### src/shared/dspi_consts.svh
`ifndef DSPI_CONSTS_SVH
`define DSPI_CONSTS_SVH
`define DSPI_NPORT      2
`define DSPI_NSEL       7
`define DSPI_DW         16
`define DSPI_CNTW       16
`define DSPI_BAUDW      16
`define DSPI_SIZE8      1'b0
`define DSPI_SIZE16     1'b1
`define DSPI_FIFO_DEPTH 8
`define DSPI_CLK_MHZ    125
`endif

### src/shared/dspi_pkg.sv
package dspi_pkg;
   // per-port configuration, static while a transfer runs
   typedef struct packed {
      logic        enable;
      logic        master;
      logic        cpol;
      logic        cpha;
      logic        size16;
      logic        dma_en;
      logic        dma_rx;
      logic [15:0] baud;
   } dspi_cfg_t;
   // descriptor handed to the dma engine
   typedef struct packed {
      logic [15:0] count;
      logic        irq_en;
   } dspi_desc_t;
   typedef enum logic [1:0] {
      DSPI_IDLE,
      DSPI_LEAD,
      DSPI_TRAIL
   } dspi_state_t;
endpackage

### src/core/dspi_top.sv
// Operation
// - boot mode pin picks serial port or spi
// - two select inputs, fourteen select outputs
// - select pins borrowed from programmable flag pins
// - full duplex, master or slave, multimaster safe
// - rate, polarity set independently; phase used in slave mode only
// - sck equals clock over twice divisor
// - dma carries one direction at once
// - shift out and in together
// - master drives clock pulses, mosi out, miso in
// - master dma receive stops when count hits zero
// - descriptors come from io page zero
// - buffer access starts non-dma master transfer
// - slave samples only while selected
// - slave receive descriptor may raise interrupt
// - slave dma runs to zero, accepts next
// - slave sends zeros when nothing ready
`timescale 1ns/1ps
`include "dspi_consts.svh"
module dspi_top
   import dspi_pkg::*;
(
   input  wire logic                       sys_clk_i,
   input  wire logic                       nrst_i,
   input  wire logic                       boot_op_mode_pin_i,
   input  wire dspi_cfg_t [1:0]            cfg_i,
   input  wire logic [1:0][6:0]            device_select_i,
   input  wire logic [1:0]                 desc_valid_i,
   input  wire dspi_desc_t [1:0]           desc_i,
   input  wire logic [15:0]                desc_page_i,
   input  wire logic [1:0][15:0]           tx_data_i,
   input  wire logic [1:0]                 tx_valid_i,
   output logic [1:0]                      tx_ready_o,
   input  wire logic [1:0]                 rx_read_i,
   output logic [1:0][15:0]                rx_data_o,
   output logic [1:0]                      rx_valid_o,
   input  wire logic [1:0]                 slave_select_input_n_i,
   input  wire logic [1:0]                 sck_i,
   input  wire logic [1:0]                 mosi_i,
   input  wire logic [1:0]                 miso_i,
   output logic [1:0]                      sck_o,
   output logic [1:0]                      sck_oe_o,
   output logic [1:0]                      mosi_o,
   output logic [1:0]                      mosi_oe_o,
   output logic [1:0]                      miso_o,
   output logic [1:0]                      miso_oe_o,
   output logic [13:0]                     device_select_outputs_n_o,
   output logic                            spi_active_o,
   output logic [1:0]                      desc_ready_o,
   output logic [1:0]                      done_irq_o,
   output logic [1:0]                      busy_o
);
   logic       mode_q;
   logic       seen_q;
   logic [1:0] page_ok;

   // strap caught on the first clock after reset release, then held
   always_ff @(posedge sys_clk_i or negedge nrst_i)
   begin
      if (!nrst_i)
      begin
         mode_q <= 1'b0;
         seen_q <= 1'b0;
      end
      else if (!seen_q)
      begin
         mode_q <= boot_op_mode_pin_i;
         seen_q <= 1'b1;
      end
   end

   assign spi_active_o = mode_q;
   // only descriptors from io page zero are taken
   assign page_ok = {2{desc_page_i == 16'h0000}};

   genvar p;
   generate
      for (p = 0; p < `DSPI_NPORT; p++)
      begin : g_port
         dspi_state_t st_q;
         logic [15:0] div_q;
         logic [4:0]  bit_q;
         logic [15:0] sh_q;
         logic [15:0] cnt_q;
         logic        irq_en_q;
         logic        sck_q;
         logic        sck_d1_q;
         logic        ss_n_q;
         logic        run;
         logic        on;
         logic        lead_edge;
         logic        trail_edge;
         logic [4:0]  nbits;
         logic        f_ready;
         logic [15:0] f_data;
         logic        f_valid;
         logic        rx_push;
         logic [15:0] rx_word;
         logic        rx_fready;
         logic        tx_take;
         logic        sdi;
         logic [15:0] rx_shift;
         logic        smp_edge;
         logic        shf_edge;

         assign on    = mode_q && cfg_i[p].enable;
         assign nbits = cfg_i[p].size16 ? 5'd16 : 5'd8;
         assign sdi   = cfg_i[p].master ? miso_i[p] : mosi_i[p];
         // 8-bit words live in the low byte of the shifter
         // master's last bit is still on the pin when the word is pushed
         assign rx_shift = cfg_i[p].master ? {sh_q[14:0], sdi} : sh_q;
         assign rx_word  = cfg_i[p].size16 ? rx_shift
                           : {8'h00, rx_shift[7:0]};

         // transmit words queue in front of the shifter
         dspi_fifo #(.WIDTH(`DSPI_DW), .DEPTH(`DSPI_FIFO_DEPTH)) u_txf
         (
            .sys_clk_i   (sys_clk_i),
            .nrst_i      (nrst_i),
            .in_data_i   (tx_data_i[p]),
            .in_valid_i  (tx_valid_i[p] && !(cfg_i[p].dma_en
                          && cfg_i[p].dma_rx)),
            .in_ready_o  (f_ready),
            .out_data_o  (f_data),
            .out_valid_o (f_valid),
            .out_ready_i (tx_take)
         );

         // master starts on a queued word, a core receive read, or a nonzero dma receive count
         assign run = cfg_i[p].master && (f_valid || (!cfg_i[p].dma_en
                      && rx_read_i[p]) || (cfg_i[p].dma_en
                      && cfg_i[p].dma_rx && cnt_q != 16'h0000));
         assign tx_take = (st_q == DSPI_IDLE) && f_valid && on
                          && (cfg_i[p].master ? 1'b1 : !ss_n_q);

         // slave edge detect on the sampled external clock
         always_ff @(posedge sys_clk_i or negedge nrst_i)
         begin
            if (!nrst_i)
            begin
               sck_d1_q <= 1'b0;
               ss_n_q   <= 1'b1;
            end
            else
            begin
               sck_d1_q <= sck_i[p];
               ss_n_q   <= slave_select_input_n_i[p];
            end
         end
         assign lead_edge  = (sck_i[p] != sck_d1_q)
                             && (sck_i[p] != cfg_i[p].cpol);
         assign trail_edge = (sck_i[p] != sck_d1_q)
                             && (sck_i[p] == cfg_i[p].cpol);
         // phase swaps which edge samples; no edge means no event
         assign smp_edge   = cfg_i[p].cpha ? trail_edge : lead_edge;
         assign shf_edge   = cfg_i[p].cpha ? lead_edge : trail_edge;

         // shift engine: master toggles sck every baud count
         always_ff @(posedge sys_clk_i or negedge nrst_i)
         begin
            if (!nrst_i)
            begin
               st_q  <= DSPI_IDLE;
               div_q <= 16'h0000;
               bit_q <= 5'd0;
               sh_q  <= 16'h0000;
               sck_q <= 1'b0;
            end
            else if (!on)
            begin
               st_q  <= DSPI_IDLE;
               sck_q <= cfg_i[p].cpol;
            end
            else if (cfg_i[p].master)
            begin
               case (st_q)
                  DSPI_IDLE:
                  begin
                     sck_q <= cfg_i[p].cpol;
                     if (run && rx_fready)
                     begin
                        sh_q  <= tx_take ? f_data : 16'h0000;
                        bit_q <= 5'd0;
                        div_q <= 16'h0000;
                        st_q  <= DSPI_LEAD;
                     end
                  end
                  DSPI_LEAD, DSPI_TRAIL:
                  begin
                     // half period is baud clocks: sck = clk/(2*baud)
                     if (div_q + 16'h0001 >= cfg_i[p].baud)
                     begin
                        div_q <= 16'h0000;
                        sck_q <= ~sck_q;
                        if (st_q == DSPI_LEAD)
                           st_q <= DSPI_TRAIL;
                        else
                        begin
                           // sample while sck_o still shows the lead
                           // level; shifting here keeps mosi steady
                           // across the far side's sampling edge
                           sh_q <= {sh_q[14:0], sdi};
                           if (bit_q + 5'd1 == nbits)
                              st_q <= DSPI_IDLE;
                           else
                           begin
                              bit_q <= bit_q + 5'd1;
                              st_q  <= DSPI_LEAD;
                           end
                        end
                     end
                     else
                        div_q <= div_q + 16'h0001;
                  end
                  default: st_q <= DSPI_IDLE;
               endcase
            end
            else
            begin
               // slave: nothing moves while deselected
               if (ss_n_q)
               begin
                  st_q  <= DSPI_IDLE;
                  bit_q <= 5'd0;
               end
               else
               begin
                  case (st_q)
                     DSPI_IDLE:
                     begin
                        // empty queue sends a zero word
                        sh_q  <= tx_take ? f_data : 16'h0000;
                        bit_q <= 5'd0;
                        st_q  <= DSPI_LEAD;
                     end
                     DSPI_LEAD:
                        if (smp_edge)
                        begin
                           sh_q <= {sh_q[14:0], sdi};
                           st_q <= DSPI_TRAIL;
                        end
                     DSPI_TRAIL:
                        if (shf_edge)
                           st_q <= (bit_q + 5'd1 == nbits) ? DSPI_IDLE
                                   : DSPI_LEAD;
                     default: st_q <= DSPI_IDLE;
                  endcase
                  if (st_q == DSPI_TRAIL && shf_edge)
                     bit_q <= bit_q + 5'd1;
               end
            end
         end

         // word ends on the edge that samples its last bit (master) or on the next shift edge (slave)
         assign rx_push = on && st_q == DSPI_TRAIL && bit_q + 5'd1 == nbits
                          && (cfg_i[p].master
                              ? div_q + 16'h0001 >= cfg_i[p].baud
                              : (!ss_n_q && shf_edge));

         // received words queue toward the core or the dma engine
         dspi_fifo #(.WIDTH(`DSPI_DW), .DEPTH(`DSPI_FIFO_DEPTH)) u_rxf
         (
            .sys_clk_i   (sys_clk_i),
            .nrst_i      (nrst_i),
            .in_data_i   (rx_word),
            .in_valid_i  (rx_push),
            .in_ready_o  (rx_fready),
            .out_data_o  (rx_data_o[p]),
            .out_valid_o (rx_valid_o[p]),
            .out_ready_i (rx_read_i[p])
         );

         // dma word count, descriptor accepted only when the count is zero
         always_ff @(posedge sys_clk_i or negedge nrst_i)
         begin
            if (!nrst_i)
            begin
               cnt_q      <= 16'h0000;
               irq_en_q   <= 1'b0;
               done_irq_o[p] <= 1'b0;
            end
            else
            begin
               done_irq_o[p] <= 1'b0;
               if (desc_valid_i[p] && page_ok[p] && cnt_q == 16'h0000)
               begin
                  cnt_q    <= desc_i[p].count;
                  irq_en_q <= desc_i[p].irq_en;
               end
               else if (cfg_i[p].dma_en && rx_push && cnt_q != 16'h0000)
               begin
                  cnt_q <= cnt_q - 16'h0001;
                  if (cnt_q == 16'h0001)
                     done_irq_o[p] <= irq_en_q;
               end
            end
         end

         // registered pin and status outputs
         always_ff @(posedge sys_clk_i or negedge nrst_i)
         begin
            if (!nrst_i)
            begin
               sck_o[p]     <= 1'b0;
               sck_oe_o[p]  <= 1'b0;
               mosi_o[p]    <= 1'b0;
               mosi_oe_o[p] <= 1'b0;
               miso_o[p]    <= 1'b0;
               miso_oe_o[p] <= 1'b0;
               tx_ready_o[p]   <= 1'b0;
               desc_ready_o[p] <= 1'b0;
               busy_o[p]       <= 1'b0;
            end
            else
            begin
               // master drives only while enabled, so masters can share
               sck_o[p]     <= sck_q;
               sck_oe_o[p]  <= on && cfg_i[p].master;
               mosi_o[p]    <= cfg_i[p].size16 ? sh_q[15] : sh_q[7];
               mosi_oe_o[p] <= on && cfg_i[p].master;
               miso_o[p]    <= cfg_i[p].size16 ? sh_q[15] : sh_q[7];
               miso_oe_o[p] <= on && !cfg_i[p].master && !ss_n_q;
               tx_ready_o[p]   <= f_ready;
               desc_ready_o[p] <= cnt_q == 16'h0000;
               busy_o[p]       <= st_q != DSPI_IDLE;
            end
         end
      end
   endgenerate

   // flag pins carry the active-low selects only in spi mode
   always_ff @(posedge sys_clk_i or negedge nrst_i)
   begin
      if (!nrst_i)
         device_select_outputs_n_o <= 14'h3FFF;
      else if (mode_q)
         device_select_outputs_n_o <= ~{device_select_i[1],
                                        device_select_i[0]};
      else
         device_select_outputs_n_o <= 14'h3FFF;
   end
endmodule

### src/core/dspi_fifo.sv
`timescale 1ns/1ps
module dspi_fifo
#(
   parameter int WIDTH = 16,
   parameter int DEPTH = 8
)
(
   input  wire logic             sys_clk_i,
   input  wire logic             nrst_i,
   input  wire logic [WIDTH-1:0] in_data_i,
   input  wire logic             in_valid_i,
   output logic                  in_ready_o,
   output logic      [WIDTH-1:0] out_data_o,
   output logic                  out_valid_o,
   input  wire logic             out_ready_i
);
   localparam int AW = $clog2(DEPTH);
   logic [WIDTH-1:0] mem_q [DEPTH];
   logic [AW-1:0]    wr_q;
   logic [AW-1:0]    rd_q;
   logic [AW:0]      cnt_q;
   logic             push;
   logic             pop;

   // honest full and empty from the fill count
   assign in_ready_o  = cnt_q < (AW+1)'(DEPTH);
   assign out_valid_o = cnt_q != '0;
   assign out_data_o  = mem_q[rd_q];
   assign push        = in_valid_i && in_ready_o;
   assign pop         = out_valid_o && out_ready_i;

   // storage has no reset; only pointers and count define state
   always_ff @(posedge sys_clk_i)
   begin
      if (push)
         mem_q[wr_q] <= in_data_i;
   end

   // pointers and count
   always_ff @(posedge sys_clk_i or negedge nrst_i)
   begin
      if (!nrst_i)
      begin
         wr_q  <= '0;
         rd_q  <= '0;
         cnt_q <= '0;
      end
      else
      begin
         if (push)
            wr_q <= (wr_q == AW'(DEPTH-1)) ? '0 : wr_q + 1'b1;
         if (pop)
            rd_q <= (rd_q == AW'(DEPTH-1)) ? '0 : rd_q + 1'b1;
         cnt_q <= cnt_q + (AW+1)'(push) - (AW+1)'(pop);
      end
   end
endmodule

### config.mk
export PLATFORM = sky130hd
export DESIGN_NAME = dspi_top
export DESIGN_NICKNAME = d
export VERILOG_FILES = /design/src/shared/dspi_pkg.sv /design/src/core/dspi_top.sv /design/src/core/dspi_fifo.sv
export VERILOG_INCLUDE_DIRS = /design/src /design/src/shared
export SDC_FILE = /design/constraint.sdc
export NUM_CORES = 1
export LEC_CHECK = 0
export BUFFER_PORTS_ARGS = -buffer_cell sky130_fd_sc_hd__buf_2
export CAP_MARGIN = 20
export CORE_ASPECT_RATIO = 0.5
export CORE_MARGIN = 5
export CORE_UTILIZATION = 40
export DETAILED_ROUTE_END_ITERATION = 16
export PLACE_DENSITY = 0.59
export SETUP_SLACK_MARGIN = 0.3
export SYNTH_ARGS = -nofsm -noshare
export SYNTH_HDL_FRONTEND = slang
export SYNTH_SLANG_ARGS = --single-unit
### constraint.sdc
create_clock -name sys_clk_i -period 7.3 [get_ports sys_clk_i]
set_input_delay 1.46 -clock sys_clk_i [delete_from_list [all_inputs] [get_ports sys_clk_i]]
set_output_delay 1.46 -clock sys_clk_i [all_outputs]
set_load 0.03 [all_outputs]
Yosys cells after proc, flatten, opt, wreduce, memory -nomap -nowiden
Memory sizes are Yosys's and may differ from the RTL's.
Cells that the tools add are included.
{ "totals": {"register_bits": 190, "latch_bits": 0, "mem_bits_rw": 512, "rom_bits": 0, "input_bits": 159, "memories": 4} }
{ "memory_table": {"columns": ["memory", "depth", "word_bits", "read_ports", "rd_clocked_by_memory_dff", "wr", "line_no", "text"], "rows": [
  ["g_port[0].u_rxf.mem_q", 8, 16, 1, 0, 1, "dspi_fifo.sv:18", "logic [WIDTH-1:0] mem_q [DEPTH];"],
  ["g_port[0].u_txf.mem_q", 8, 16, 1, 0, 1, "dspi_fifo.sv:18", null],
  ["g_port[1].u_rxf.mem_q", 8, 16, 1, 0, 1, "dspi_fifo.sv:18", null],
  ["g_port[1].u_txf.mem_q", 8, 16, 1, 0, 1, "dspi_fifo.sv:18", null]
]} }
{ "op_classes": {"n_addsub": 22, "mul": 0, "n_div": 0, "magnitude_cmp": 6, "n_eq_ne": 52, "n_shift": 0, "muxes": 117, "bitwise_logic": 3, "reduce_logical": 101} }
{ "op_table": {"columns": ["op", "count"], "rows": [
  ["16-bit 2-to-1 mux", 26],
  ["16-bit one-hot mux with 2 select lines", 6],
  ["5-bit 2-to-1 mux", 18],
  ["1-bit logical AND", 56],
  ["16-bit logical NOT", 3],
  ["1-bit 2-to-1 mux", 34],
  ["16-bit by 1-bit adder with 16-bit output (second input constant)", 2],
  ["16-bit by 1-bit == test with 1-bit output (second input constant)", 2],
  ["16-bit >= comparator", 2],
  ["2-bit 2-to-1 mux", 16],
  ["16-bit nonzero test", 2],
  ["16-bit by 1-bit subtractor with 16-bit output (second input constant)", 2],
  ["3-bit inequality test (second input constant)", 10],
  ["3-bit by 1-bit adder with 3-bit output (second input constant)", 8],
  ["3-bit == test (second input constant)", 8],
  ["3-bit 2-to-1 mux", 8],
  ["4-bit nonzero test", 6],
  ["5-bit inequality test (second input constant)", 4],
  ["5-bit one-hot mux with 2 select lines", 2],
  ["4-bit by 1-bit adder with 4-bit output", 4],
  ["4-bit less-than comparator (second input constant)", 4],
  ["4-bit AND reduction", 4],
  ["8-bit AND reduction", 2],
  ["4-bit by 1-bit subtractor with 4-bit output", 4],
  ["26 further kinds", 68]
]} }

Longest topological paths before layout
{ "logic_depth": {"depth_word": 10, "mapped_depth": 18} }

Modules after synthesis
A second synthesis with hierarchy kept.
{ "hier_totals": {"hier_cells": 2019, "area_unflattened_um2": 31605.3} }
{ "modules_own_cells": {"columns": ["mod", "n_inst", "cells_each", "area_per_inst_um2", "seq_area_each_um2"], "rows": [
  ["dspi_fifo", 4, 243, 5526.6, 4093.9],
  ["dspi_top", 1, 1047, 9499.1, 3773.6]
]} }

Least setup slack after synthesis
No wires, ideal clock.
{ "synth_path": {"kind": "input to register", "startpoint": "in cfg_i[38] (netlist name)", "endpoint": "mem g_port[1].u_rxf.mem_q[0][0] (enable)", "setup_ns": 0.436, "arrival_ns": 4.868, "path_slack_ns": 1.996, "stages": 8, "n_path_buf": 0, "path_cell_list": "inv_1 > ha_1 > nand4_1 > nor3_1 > or4b_2 > nand4_1 > nand3_1 > nor4b_1"} }
{ "synth_between": {"elab_chain_cells": 6} }
{ "synth_lines": {"columns": ["item", "line_no", "text"], "rows": [
  ["start: declaration", "dspi_top.sv:26", "input wire dspi_cfg_t [1:0] cfg_i,"],
  ["16-bit >= comparator", "dspi_top.sv:257", "? div_q + 16'h0001 >= cfg_i[p].baud"],
  ["1-bit 2-to-1 mux", "dspi_top.sv:257", null],
  ["1-bit logical AND", "dspi_top.sv:256", "&& (cfg_i[p].master"],
  ["1-bit logical AND", "dspi_fifo.sv:29", "assign push = in_valid_i && in_ready_o;"],
  ["1-bit 2-to-1 mux", "dspi_fifo.sv:35", "if (push)"],
  ["1-bit 2-to-1 mux (not written as such)", "dspi_fifo.sv:36", "mem_q[wr_q] <= in_data_i;"],
  ["end: declaration", "dspi_fifo.sv:18", null]
]} }
Every way passes these cells.

Final worst setup path
{ "layout_path": {"startpoint": "reg g_port[1].div_q[0]", "endpoint": "mem g_port[1].u_rxf.mem_q[4][14] (enable)"} }
{ "layout_between": {"elab_chain_cells": 7} }
{ "layout_lines": {"columns": ["item", "line_no", "text"], "rows": [
  ["start: declaration", "dspi_top.sv:81", "logic [15:0] div_q;"],
  ["start signal: assignment", "dspi_top.sv:213", "div_q <= div_q + 16'h0001;"],
  ["16-bit by 1-bit adder with 16-bit output", "dspi_top.sv:257", null],
  ["16-bit >= comparator", "dspi_top.sv:257", null],
  ["1-bit 2-to-1 mux", "dspi_top.sv:257", null],
  ["1-bit logical AND", "dspi_top.sv:256", null],
  ["1-bit logical AND", "dspi_fifo.sv:29", null],
  ["1-bit 2-to-1 mux", "dspi_fifo.sv:35", null],
  ["1-bit 2-to-1 mux (not written as such)", "dspi_fifo.sv:36", null]
]} }
Every way passes these cells.

==> metrics.md <==
| Metric | Value |
|---|---|
| RSZ-0062 raised after global routing | false |
| Via count | 17,180 |
| Tightest Hold Check Type | reg -> reg |
| Initial antenna violation count | 8 |
| Startpoint types | register |
| Clock tree root driver cell | clkbuf_16 |
| Clock Latency Late Sink | 0.62 ns |
| PnR worst setup slack | 2.206 ns |
| Slew Viols, Final | 0 |
| Synth area leader | edfxtp_1 |
| Inst Count DP | 3,202 |
| Fillcell total | 6,791 |
| Vias in the first global route | 17,520 |
| Setup TNS Final | 0 ns |
| Top-area cell type share of the netlist area | 0.4975 |
| Worst-path cell chain | ha_1 -> nand3_1 -> or2_2 -> nor2b_1 -> nand4_1 -> xnor2_1 -> ha_1 -> nand4_1 -> nor3_1 -> or4b_2 -> nand4_1 -> nand3_1 -> nor2_1 -> and3_1 |
| Internal | 7.945 mW |
| Post-CTS Resized | 0 |
| CTS tree | yes |
| Synthesized area | 30,900 um2 |
| Largest net degree at the start of global routing | 97 |
| Main synth FF type | edfxtp_1 |
| Layout cells sized above 1 | 0.2876 |
| Max-Cap Viols | 0 |
| Fraction of registers with async set/reset | 0.2707 |
| Vias/cell | 5.166 |
| Final Wtd Congestion | 0.8031 |
| Total track usage | 0.1561 |
| Gate Count Post-Synth | 1,980 |
| Flop pwr share | 0.442 |
| # setup viols final | 0 |
| VDD IR-drop max | 0.0001581 V |
| Seq/Total Area, Yosys | 0.6520 |
| Most frequent cells after synthesis | 512 x edfxtp_1, 174 x dfrtp_1, 147 x nand2_1, 128 x mux4_2, 98 x inv_1 |
| Die span in y | 206.5 um |
| Clk sinks | 702 |
| Met2 Usage GRT | 0.2633 |
| Starting Density | 0.4017 |
| Die X | 403.1 um |
| Number of synthesized flops with an enable pin | 512 |
| Critical Path End Type | register |
| Worst slew margin | 0.2888 |
| Global route overflow | 0 |
| Slowest cell delay on critical path | 0.73 ns |
| HPWL after DPL | 42.73 mm |
| Switching share of power | 0.3012 |
| Tcrit/Tclk final | 0.6978 |
| First-pass GRT wire length | 101.5 mm |
| Run status | complete, no violations |
| Final net count | 2,485 |
| DRT iter0 DRCs | 1,124 |
| GRT busiest layer | met2 |
| Clock-pin slew on the worst setup and hold paths | 0.06 ns |
| Count leader, synth | edfxtp_1 |
| Skew final | 0.01791 ns |
| Leakage Power | 13.54 nW |
| Drt first pass iters | 6 |
| Htree depth | 3 |
| Worst EP required | 7.54 ns |
| Wire per inst | 19.58 um |
| Yosys cell types | 82 |
| Yosys warnings | 0 |
| Detail Route Antenna Nets | 0 |
| Minimum clock period | 5.094 ns |
| Die area | 83,250 um2 |
| Worst Path Class, Setup | reg -> reg |
| Total wire length | 65.11 mm |
| Core area | 76,930 um2 |
| Critical path peak fanout | 16 |
| Max Root-Sink Buffers | 3 |
| Clock power share | 0.306 |
| Inserted Clock Buffers | 66 |
| Synth area leaders | edfxtp_1 50%, dfrtp_1 14%, mux4_2 9.3% |
| Syn Nets | 2,229 |
| Row count | 72 |
| Met1 Use GR | 0.2072 |
| Cell Count, Final, Fillers Out | 3,325 |
| P_sw | 3.425 mW |
| Combinational power share | 0.251 |
| CP arrival | 5.34 ns |
| CTS Hold Bufs | 0 |
| Slowest stage cell on the critical path | and3_1 |
| Final hold violations | 0 |
| Port Buffers | 227 |
| Area growth syn-to-layout | 15.20% |
| Cell mode on critical path | nand4_1 |
| Post-CTS setup buffers | 0 |
| Top Ports | 228 |
| Post-synthesis sequential element count | 702 |
| Worst slack at placement | 1.767 ns |
| Worst Max-Slew Pin Slew | 1.063 ns |
| Cell Pwr Density | 319.4 nW/um2 |
| Total power | 11.37 mW |
| # DRC | 0 |
| Peak Freq | 196.3 MHz |
| GR Layer Usage met3 | 0.02817 |
| Synth Area per Inst | 15.61 um2 |
==> flip-flops by register name, summed over array words and instances, names as in the netlist, 4 cells and up <==
register	cells
g_port.u_rxf.wr_q	6
g_port.u_rxf.cnt_q	8
g_port.st_q	4
g_port.div_q	32
g_port.u_txf.rd_q	6
g_port.bit_q	10
g_port.u_rxf.mem_q	256
g_port.cnt_q	32
g_port.u_txf.mem_q	256
device_select_outputs_n_o	14
g_port.sh_q	32
g_port.u_txf.cnt_q	8
g_port.u_rxf.rd_q	6
g_port.u_txf.wr_q	6
==> placed cells by master (no fill, tap or decap), drive strengths merged, types with 5 or more instances in the layout <==
cell type,netlist,routed
nor2,49,49
nor3,38,38
bufinv,0,7
xnor2,23,23
inv,99,105
o21ai,79,79
o31ai,10,10
nor4,21,21
xor2,16,16
clkbuf,51,86
nor2b,30,30
nand4,12,12
buf,27,264
clkinv,0,20
nand2b,25,25
nand2,147,147
a21o,19,19
mux4,128,128
or2,9,9
o22ai,7,7
a31oi,9,9
or3,9,9
a22o,12,12
dfrtp,174,174
and4,6,6
nand3,44,44
nor4b,5,5
mux2,95,95
ha,86,86
and3,18,18
mux2i,79,79
edfxtp,512,512
dfstp,16,16
a21oi,56,56
==> per-layer routing <==
layer	wire (um)	share of wire
met1	28630	0.44
met2	32360	0.50
met3	2406	0.037
met4	1669	0.026
met5	40	0.00061
==> final timing paths <==
check | slack (ns) | end | from | depth (start not counted)
worst max register to register | 2.21 | g_port[1].u_rxf.mem_q[4][14]$_DFFE_PP_ | g_port[1].div_q[0]$_DFFE_PN0P_ | 14
worst min-delay path | 0.42 | tx_ready_o[0]$_DFF_PN0_ | g_port[0].u_txf.cnt_q[3]$_DFF_PN0_ | 1
max in group asynchronous | 5.27 | g_port[0].u_rxf.rd_q[1]$_DFFE_PN0P_ | nrst_i | 2
worst max-delay path | 2.21 | g_port[1].u_rxf.mem_q[4][14]$_DFFE_PP_ | g_port[1].div_q[0]$_DFFE_PN0P_ | 14
min in group asynchronous | 0.90 | g_port[1].div_q[14]$_DFFE_PN0P_ | nrst_i | 1
worst min register to register | 0.42 | tx_ready_o[0]$_DFF_PN0_ | g_port[0].u_txf.cnt_q[3]$_DFF_PN0_ | 1
==> critical path: cells and delay by family (launching register included) <==
kind	cells	cell delay, ns
xor gates and xnor gates	1	0.17
and+or+nand+nor	11	3.57
DFF	1	0.43
adders and majority gates	2	0.51
==> final cells by class <==
class / count / area, um2 / area share
Inverter: 99 / 371.6 / 0.01044
Sequential cell: 702 / 20160 / 0.5663
Tap cell: 1036 / 1296 / 0.03641
Timing Repair Buffer: 266 / 1450 / 0.04074
Multi-Input combinational cell: 1101 / 10170 / 0.2858
Clock buffer: 84 / 1750 / 0.04917
Clock inverter: 36 / 392.9 / 0.01104
Antenna cell: 1 / 2.502 / 0.00007030
==> cells by family after synthesis <==
| family | after synthesis | synth area share |
|---|---|---|
| XOR/XNOR | 39 | 0.01105 |
| AND/OR/NAND/NOR | 435 | 0.07243 |
| buffers and inverters | 177 | 0.02284 |
| flip-flops | 702 | 0.6520 |
| adder cells (fa/ha/maj) | 90 | 0.03741 |
| AO/OA/AOI/OAI | 234 | 0.04940 |
| multiplexers | 302 | 0.1547 |
| other | 1 | 0.0001214 |
==> metrics by stage <==
step	utilization	area, um2	hold WS [ns]
after floorplan	-	30900	0.3891
after global placement	0.4342	33410	0.4091
after detailed placement	0.4346	33440	0.4090
after CTS	0.4625	35580	0.4212
after global routing	0.4627	35600	0.4508
final	0.4627	35600	0.4237
==> power groups by stage <==
stage / sequential, mW / clock [mW] / combinational [mW]
CTS: 5.04 / 3.60 / 2.93
floorplan: 4.91 / 0 / 2.25
finish: 5.03 / 3.48 / 2.86
global placement: 5.12 / 0 / 2.89
detailed placement: 5.13 / 0 / 2.92
global route: 5.09 / 3.77 / 3.15
Note: power is estimated with default switching activity, not from simulation.
